===== config.mk =====
export PLATFORM = sky130hd
export DESIGN_NAME = fssd_top
export DESIGN_NICKNAME = d
export VERILOG_FILES = /design/src/rtl/fssd_pkg.sv /design/src/rtl/fssd_top.sv /design/src/rtl/fssd_sync.sv
export VERILOG_INCLUDE_DIRS = /design/src /design/src/rtl
export SDC_FILE = /design/constraint.sdc
export NUM_CORES = 1
export LEC_CHECK = 0
export ABC_AREA = 1
export BUFFER_PORTS_ARGS = -buffer_cell sky130_fd_sc_hd__buf_4
export CORE_UTILIZATION = 41
export CTS_CLUSTER_SIZE = 12
export DETAILED_ROUTE_END_ITERATION = 7
export PLACE_DENSITY = 0.76
export SYNTH_ARGS = -nofsm -noshare
export SYNTH_HDL_FRONTEND = slang
export SYNTH_SLANG_ARGS = --single-unit

===== constraint.sdc =====
create_clock -name pclk -period 1.3 [get_ports pclk]
set_clock_uncertainty 0.2 [all_clocks]
set_input_delay 0 -clock pclk [delete_from_list [all_inputs] [get_ports pclk]]
set_output_delay 0 -clock pclk [all_outputs]
set_load 0.05 [all_outputs]

===== src/rtl/fssd_cfg.svh =====
// constants for the fieldbus station switch decoder
`ifndef FSSD_CFG_SVH
`define FSSD_CFG_SVH
`define FSSD_CFG_RATE_POS 0
`define FSSD_CFG_LEN_POS 1
`define FSSD_CFG_BASE_POS 2
`define FSSD_CFG_RSVD_POS 3
`define FSSD_ADDR_BASE_LO 8'h40
`define FSSD_ADDR_BASE_HI 8'h50
`define FSSD_LEN_SHORT 6'h11
`define FSSD_LEN_LONG 6'h20
`define FSSD_RATE_LEGACY_MBPS 4
`define FSSD_RATE_CURRENT_MBPS 10
`define FSSD_OFF_ADDR 8'h00
`define FSSD_OFF_CFG 8'h04
`define FSSD_OFF_RAW 8'h08
`define FSSD_OFF_LIVE 8'h0c
`endif


===== src/rtl/fssd_pkg.sv =====
// types for the fieldbus station switch decoder
package fssd_pkg;
  typedef enum logic [1:0] {
    FSSD_WAIT = 2'b00,
    FSSD_LATCH = 2'b01,
    FSSD_RUN = 2'b10
  } fssd_state_t;

  typedef struct packed {
    logic rate_hi;
    logic [5:0] payload_len;
    logic [7:0] station_addr;
    logic addr_valid;
  } fssd_link_cfg_t;
endpackage


===== src/rtl/fssd_top.sv =====
// fieldbus station switch decoder with apb readback
`timescale 1ns/1ps
`include "fssd_cfg.svh"
module fssd_top
  import fssd_pkg::*;
(
  input wire logic pclk,
  input wire logic presetn,
  input wire logic [3:0] address_low_switch_bank,
  input wire logic [3:0] link_config_switch_bank,
  input wire logic psel,
  input wire logic penable,
  input wire logic pwrite,
  input wire logic [7:0] paddr,
  input wire logic [31:0] pwdata,
  output logic [31:0] prdata,
  output logic pready,
  output logic pslverr,
  output logic rate_hi,
  output logic [5:0] payload_len,
  output logic [7:0] station_addr,
  output logic addr_valid,
  output logic cfg_ready
);
  // ----------------------------------------------------------------
  // pin synchronisers
  // ----------------------------------------------------------------
  logic [7:0] pins;
  logic [7:0] pins_s;
  assign pins = {link_config_switch_bank, address_low_switch_bank};

  genvar gi;
  generate
    for (gi = 0; gi < 8; gi++) begin : g_sync
      fssd_sync u_sync (
        .pclk(pclk),
        .presetn(presetn),
        .din(pins[gi]),
        .dout(pins_s[gi])
      );
    end
  endgenerate

  // ----------------------------------------------------------------
  // latch sequence
  // ----------------------------------------------------------------
  // wait three edges so the synchronisers hold real pin levels, not reset zeros
  fssd_state_t state_q;
  fssd_state_t state_d;
  logic [1:0] wait_q;

  always_comb begin
    state_d = state_q;
    case (state_q)
      FSSD_WAIT: begin
        if (wait_q == 2'h2) begin
          state_d = FSSD_LATCH;
        end
      end
      FSSD_LATCH: state_d = FSSD_RUN;
      FSSD_RUN: state_d = FSSD_RUN;
      default: state_d = FSSD_WAIT;
    endcase
  end

  always_ff @(posedge pclk or negedge presetn) begin
    if (!presetn) begin
      state_q <= FSSD_WAIT;
    end else begin
      state_q <= state_d;
    end
  end

  always_ff @(posedge pclk or negedge presetn) begin
    if (!presetn) begin
      wait_q <= 2'h0;
    end else if (state_q == FSSD_WAIT) begin
      wait_q <= wait_q + 2'h1;
    end
  end

  // ----------------------------------------------------------------
  // switch snapshot and decode
  // ----------------------------------------------------------------
  logic [3:0] addr_sw_q;
  logic [3:0] cfg_sw_q;

  // captured once per reset, later pin moves are ignored
  always_ff @(posedge pclk or negedge presetn) begin
    if (!presetn) begin
      addr_sw_q <= 4'h0;
      cfg_sw_q <= 4'h0;
    end else if (state_q == FSSD_LATCH) begin
      addr_sw_q <= pins_s[3:0];
      cfg_sw_q <= pins_s[7:4];
    end
  end

  fssd_link_cfg_t dec;
  always_comb begin
    dec.rate_hi = cfg_sw_q[`FSSD_CFG_RATE_POS];
    // length position is ignored at the legacy rate
    dec.payload_len = (cfg_sw_q[`FSSD_CFG_RATE_POS] && cfg_sw_q[`FSSD_CFG_LEN_POS]) ?
      `FSSD_LEN_LONG : `FSSD_LEN_SHORT;
    // bank weights are plain binary, so the value adds straight on
    dec.station_addr = (cfg_sw_q[`FSSD_CFG_BASE_POS] ? `FSSD_ADDR_BASE_HI : `FSSD_ADDR_BASE_LO) +
      {4'h0, addr_sw_q};
    // only 40h is disabled; 50h is a usable address
    dec.addr_valid = cfg_sw_q[`FSSD_CFG_BASE_POS] || (addr_sw_q != 4'h0);
  end

  always_ff @(posedge pclk or negedge presetn) begin
    if (!presetn) begin
      rate_hi <= 1'b0;
      payload_len <= `FSSD_LEN_SHORT;
      station_addr <= `FSSD_ADDR_BASE_LO;
      addr_valid <= 1'b0;
      cfg_ready <= 1'b0;
    end else begin
      rate_hi <= dec.rate_hi;
      payload_len <= dec.payload_len;
      station_addr <= dec.station_addr;
      addr_valid <= dec.addr_valid;
      cfg_ready <= (state_q == FSSD_RUN);
    end
  end

  // ----------------------------------------------------------------
  // apb read-only status
  // ----------------------------------------------------------------
  logic [31:0] rdata_d;
  logic hit;
  always_comb begin
    rdata_d = 32'h0;
    hit = 1'b1;
    case (paddr)
      `FSSD_OFF_ADDR: rdata_d = {23'h0, addr_valid, station_addr};
      `FSSD_OFF_CFG: rdata_d = {24'h0, cfg_ready, rate_hi, payload_len};
      `FSSD_OFF_RAW: rdata_d = {24'h0, cfg_sw_q, addr_sw_q};
      // live pins let software see a pending change that needs a restart
      `FSSD_OFF_LIVE: rdata_d = {24'h0, pins_s};
      default: hit = 1'b0;
    endcase
  end

  // one wait state: pready rises on the second access cycle
  always_ff @(posedge pclk or negedge presetn) begin
    if (!presetn) begin
      pready <= 1'b0;
      pslverr <= 1'b0;
      prdata <= 32'h0;
    end else if (psel && penable && !pready) begin
      pready <= 1'b1;
      pslverr <= !hit || pwrite;
      prdata <= (hit && !pwrite) ? rdata_d : 32'h0;
    end else begin
      pready <= 1'b0;
      pslverr <= 1'b0;
      prdata <= 32'h0;
    end
  end

  // ----------------------------------------------------------------
  // checks
  // ----------------------------------------------------------------
  hold_stable_a: assert property (@(posedge pclk) disable iff (!presetn)
    cfg_ready && $past(cfg_ready) |-> $stable(station_addr) && $stable(payload_len) && $stable(rate_hi))
    else $error("configuration changed while running");
  rate_map_a: assert property (@(posedge pclk) disable iff (!presetn)
    cfg_ready |-> rate_hi == cfg_sw_q[0])
    else $error("rate does not follow bank position");
  len_legacy_a: assert property (@(posedge pclk) disable iff (!presetn)
    cfg_ready && !rate_hi |-> payload_len == 6'h11)
    else $error("legacy rate payload not 17");
  len_long_a: assert property (@(posedge pclk) disable iff (!presetn)
    cfg_ready && cfg_sw_q[1:0] == 2'b11 |-> payload_len == 6'h20)
    else $error("long payload not selected");
  addr_sum_a: assert property (@(posedge pclk) disable iff (!presetn)
    cfg_ready |-> station_addr == (cfg_sw_q[2] ? 8'h50 : 8'h40) + {4'h0, addr_sw_q})
    else $error("station address sum wrong");
  addr_valid_a: assert property (@(posedge pclk) disable iff (!presetn)
    cfg_ready |-> addr_valid == (station_addr != 8'h40))
    else $error("address valid flag wrong");
  factory_addr_a: assert property (@(posedge pclk) disable iff (!presetn)
    cfg_ready && !cfg_sw_q[2] && addr_sw_q == 4'h1 |-> station_addr == 8'h41 && addr_valid)
    else $error("shipped setting not address 41h");
  latch_time_a: assert property (@(posedge pclk) disable iff (!presetn)
    $rose(cfg_ready) |-> $past(state_q, 2) == FSSD_LATCH)
    else $error("ready not two edges after latch");
  apb_ready_a: assert property (@(posedge pclk) disable iff (!presetn)
    psel && penable && !pready |=> pready)
    else $error("apb answer late");
endmodule


===== src/rtl/fssd_sync.sv =====
// two-flop synchroniser for one pin
`timescale 1ns/1ps
module fssd_sync (
  input wire logic pclk,
  input wire logic presetn,
  input wire logic din,
  output logic dout
);
  logic meta_q;

  always_ff @(posedge pclk or negedge presetn) begin
    if (!presetn) begin
      meta_q <= 1'b0;
      dout <= 1'b0;
    end else begin
      meta_q <= din;
      dout <= meta_q;
    end
  end
endmodule


### Yosys cells after proc, flatten, opt, wreduce, memory -nomap -nowiden

Cells that the tools add are included.

| storage, ports and cells | value |
|---|---|
| bits in registers | 79 |
| logic and storage cells | 61 |

| cells by class | value |
|---|---|
| add/subtract/negate cells | 2 |
| reduce and logical (&&, ||, !) cells | 14 |
| multiplexer cells | 10 |
| eq/ne operators | 7 |

Operators with widths:

| kind | number |
|---|---|
| 32-bit 2-to-1 mux | 2 |
| 9-bit case mux with 4 select lines | 1 |
| 8-bit by 4-bit equality test with 1-bit output (second input constant) | 2 |
| 7-bit by 4-bit adder with 8-bit output | 1 |
| 8-bit by 3-bit equality test with 1-bit output (second input constant) | 1 |
| 8-bit logical NOT | 1 |
| 6-bit 2-to-1 mux | 1 |
| 5-bit 2-to-1 mux | 1 |
| 2-bit equality test (second input constant) | 2 |
| 1-bit logical AND | 4 |
| 2-bit case mux with 2 select lines | 1 |
| 4-bit nonzero test | 1 |
| 4-bit OR reduction | 1 |
| 1-bit logical NOT | 3 |
| 1-bit 2-to-1 mux | 3 |
| 2-bit by 1-bit adder with 2-bit output (second input constant) | 1 |
| 2-bit by 1-bit equality test with 1-bit output (second input constant) | 1 |
| 2-bit logical NOT | 1 |
| 1-bit logical OR | 2 |
| 2-bit 2-to-1 mux | 1 |
| 2-bit inequality test (second input constant) | 1 |
| 2-bit OR reduction | 1 |

### Logic depth before layout (Yosys ltp)

| logic depth | value |
|---|---|
| word-level depth | 6 |
| mapped depth | 8 |

### Hierarchy

From an unflattened synthesis, not the netlist that was laid out.

| unflattened totals | value |
|---|---|
| cell total of the unflattened synthesis | 198 |
| area, all modules | 2124.5 µm² |

Modules (own cells, without submodules):

| module | times used | seq. area each (µm²) | area each (µm²) | cells each |
|---|---|---|---|---|
| fssd_top | 1 | 827.0 | 1724.2 | 182 |
| fssd_sync | 8 | 50.0 | 50.0 | 2 |

### Least setup slack after synthesis

No wires, ideal clock.

| timing | value |
|---|---|
| path kind | register to register |
| start | reg state_q[1] |
| end | reg addr_sw_q[0] |
| buffers on the path | 1 |
| arrival | 1.100 ns |
| cell stages (with the launch flop) | 5 |
| setup time | 0.125 ns |
| slack | -0.125 ns |
| cells stage by stage | dfrtp_1 > inv_1 > ha_1 > buf_2 > mux2_2 |

| on the way | value |
|---|---|
| longest elaborated chain between the ends | 1 |

Ends and longest elaborated chain:

| element | RTL line | source |
|---|---|---|
| start, declared | fssd_top.sv:48 | `fssd_state_t state_q;` |
| start signal, assigned | fssd_top.sv:70 | `state_q <= state_d;` |
| 2-bit by 1-bit equality test with 1-bit output | fssd_top.sv:93 | `end else if (state_q == FSSD_LATCH) begin` |
| end signal, assigned | fssd_top.sv:94 | `addr_sw_q <= pins_s[3:0];` |
| end, declared | fssd_top.sv:85 | `logic [3:0] addr_sw_q;` |

Every way passes these cells.
A chain may end at the register's enable or synchronous reset.

### Final worst setup path

| timing | value |
|---|---|
| start | reg state_q[1] |
| end | reg addr_sw_q[1] |

Same word-level chain as after synthesis.

==> results.py <==
metrics = {
    "layout": {
        "fin_area_sq_mm": 0.002781,
        "syn_to_final_growth_pct": 32.16,
        "fin_nets": 318,
        "drive_gt1_share_pct": 36.40,
        "final_util_pct": 57.74,
        "insertedDiodeCount": 0,
    },
    "sta": {
        "finalSetupViolCount": 8,
        "finalCriticalPeriod_ns": 1.367,
        "relSlewSlack_pct": 61.19,
        "worst_slack_ns": -0.06715,
        "fmaxAchievable_ghz": 0.7314,
        "rsz0062_at_grt": "true",
        "tns_ns": -0.4542,
        "finalHoldViolations": 5,
        "finalCritPeriodShare_pct": 105.2,
        "tightest_slew_ns": 0.5822,
        "finalHoldWorstSlack_ns": -0.09370,
        "report.final.slew_viol_count": 0,
    },
    "clock_tree": {
        "cts_buffers": 5,
        "cts_tree": "done",
        "hold_buffers": 16,
        "clk_latency_ns": 0.31,
        "root_buffer": "clkbuf_8",
        "cts.clk_slew.worst_paths_ns": 0.09,
        "htreeDepth": 2,
        "cts.path.max_buffers": 2,
        "cts.sinks": 49,
    },
    "global_routing": {
        "grt_pass1_vias": 1234,
        "antenna_found_initial": 0,
        "grt_pass1_wl_mm": 5.561,
        "grtUsageTotal_pct": 14.08,
        "grt_max_degree": 50,
        "overflow": 0,
    },
    "placed_design": {
        "dp_hpwl_mm": 2.376,
        "gp_congestion": 0.7943,
        "pre_cts_ws_ns": -0.06928,
        "placed_cell_area_sq_mm": 0.002404,
        "portBuffers": 42,
    },
    "yosys": {
        "synth_top_cell_by_area": "dfrtp_1",
        "synthDistinctLibCells": 24,
        "ys_seq_area_share_pct": 58.32,
        "synth_adder_area_share_pct": 2.973,
        "netlist_area_sq_mm": 0.002105,
        "synth_xor_area_share_pct": 0.4162,
        "yosys_warnings": 0,
        "synth-simple-area-share_pct": 18.07,
        "synthTopCellsByArea": "dfrtp_1, buf_4, nand3_1, nand2_1, mux2_2",
        "synth_top_family_by_area": "simple AND/OR/NAND/NOR gates",
        "yosysTopAreaCellShare_pct": 57.07,
        "synthCells": 197,
        "synth_compound_area_share_pct": 1.189,
        "syn_area_per_cell_sq_um": 10.68,
        "synth_mux_area_share_pct": 3.210,
        "ys_seq_elements": 49,
    },
    "drt": {
        "ant_nets": 0,
        "drtIter0Drc": 102,
        "drt-total-wl_mm": 3.789,
        "route.vias.total": 1403,
        "drcViolationCount": 0,
        "via_per_inst": 4.277,
        "drtPass1Iterations": 4,
        "wire_per_inst_um": 11.55,
    },
    "die": {
        "die_x_um": 73.65,
        "coreArea_sq_mm": 0.004817,
        "pin_count": 104,
        "die_y_um": 73.65,
        "start_util_pct": 43.69,
        "rows": 25,
        "die_area_sq_mm": 0.005424,
    },
    "power_and_ir_drop": {
        "ir_drop_uv": 623.7,
        "p_leak_nw": 1.434,
        "power_density_mw_per_mm2": 1079,
    },
    "critical_path": {
        "setup.worst_path.start_class": "register",
        "arrival_ns": 1.36,
        "critPathKind": "reg -> reg",
        "cp-end-kind": "register",
        "worstPathRequired_ns": 1.30,
        "reg2reg_depth": 3,
        "crit_fanout": 8,
    },
    "run_status": {
        "outcome": "finished, violations left",
        "violations": "hold timing, setup timing",
    },
    "worst_hold_path": {
        "hold_path_depth": 6,
        "hold_path.class": "in -> reg",
    },
    "run": {
        "max_cap_violations": 0,
    },
}
## worst max-delay path: stages, from the launching register on
cell and delay, ns:
dfrtp_1 0.40, inv_2 0.11, ha_4 0.23, mux2_4 0.32
## cell families after synthesis
kind of cell | count (synthesis)
compound gates | 5
other cells | 2
flops | 49
xor+xnor | 1
buf+inv | 52
mux | 6
simple gates | 77
fa+ha+maj | 5
## synthesized netlist by cell type
library cell  count
nand3_1          25
nand2_2           2
clkinv_2          1
nor3_1            2
dfrtp_1          48
nor2_2            3
o21ai_0           5
nand2_1          28
buf_4            30
nor2_4            3
or2_2             1
buf_6             2
nor2_1           10
mux2_2            6
nand3_2           1
conb_1            2
nor3_2            1
inv_2             3
buf_2             1
dfstp_2           1
inv_1            15
ha_1              5
xor2_1            1
nand2_4           1
## metal layers
| layer | vias up | wire length [um] | GRT usage [%] |
|---|---|---|---|
| met5 | - | 0 | 0 |
| met4 | 0 | 39 | 5.128 |
| met3 | 5 | 194 | 5.075 |
| met2 | 44 | 2100 | 23.24 |
| met1 | 671 | 1455 | 16.92 |
| li1 | 683 | - | - |
## stage by stage
stage	std cells	total power, mW
finish	328	3.002
global route	328	3.123
CTS	331	3.011
detailed placement	303	2.052
global placement	303	2.045
floorplan	224	2.000
## report_power, final
| group | total [mW] | leakage, nW | internal (mW) | switching [mW] |
|---|---|---|---|---|
| combinational | 0.468 | 0.807 | 0.120 | 0.348 |
| clock | 0.917 | 0.0447 | 0.388 | 0.529 |
| sequential | 1.62 | 0.582 | 1.58 | 0.0374 |
## cell usage in the layout (no fill, tap or decap), drive strengths merged
master	Yosys	layout
buf	33	46
clkbuf	0	5
clkinv	1	2
clkinvlp	0	1
conb	2	29
dfrtp	48	48
dfstp	1	1
dlygate4sd3	0	12
dlymetal6s4s	0	4
ha	5	5
inv	18	19
mux2	6	6
nand2	31	31
nand3	26	26
nor2	16	16
nor3	3	3
o21ai	5	5
or2	1	1
xor2	1	1
## final timing paths
check                                                        from                         endpoint  slack (ns)
worst min register to register  g_sync[5].u_sync.meta_q$_DFF_PN0_  g_sync[5].u_sync.dout$_DFF_PN0_        0.15
worst max-delay path                       state_q[1]$_DFFE_PN0P_         addr_sw_q[1]$_DFFE_PN0N_       -0.07
min in group asynchronous                                 presetn        station_addr[4]$_DFF_PN0_        0.03
max in group asynchronous                                 presetn         addr_sw_q[1]$_DFFE_PN0N_        0.46
worst min-delay path                                     paddr[4]              prdata[8]$_DFF_PN0_       -0.09
worst max register to register             state_q[1]$_DFFE_PN0P_         addr_sw_q[1]$_DFFE_PN0N_       -0.07
## registers in the layout, summed over array words and instances (netlist names)
name	count
addr_valid	1
cfg_sw_q	4
g_sync.u_sync.meta_q	8
state_q	2
g_sync.u_sync.dout	8
addr_sw_q	4
pslverr	1
payload_len	2
prdata	9
wait_q	2
cfg_ready	1
rate_hi	1
pready	1
station_addr	5
## timing repair
| action | 4_1_cts | 5_1_grt |
|---|---|---|
| buffers inserted | 4 | 0 |
| pin swaps | 0 | 13 |
| endpoints found under the setup margin | 8 | 20 |
| hold endpoints to repair | 68 | 5 |
| gates resized for setup | 8 | 24 |
## area by class of cell
cell class | instances | area [sq um]
fill | 425 | 2036
sequential | 49 | 1229
multi-input combinational | 123 | 777.0
timing repair buffer | 62 | 523.0
tap | 67 | 83.83
inverter | 19 | 75.07
clock buffer | 5 | 68.82
clock inverter | 3 | 25.02
Power figures use the tool's default switching activity.
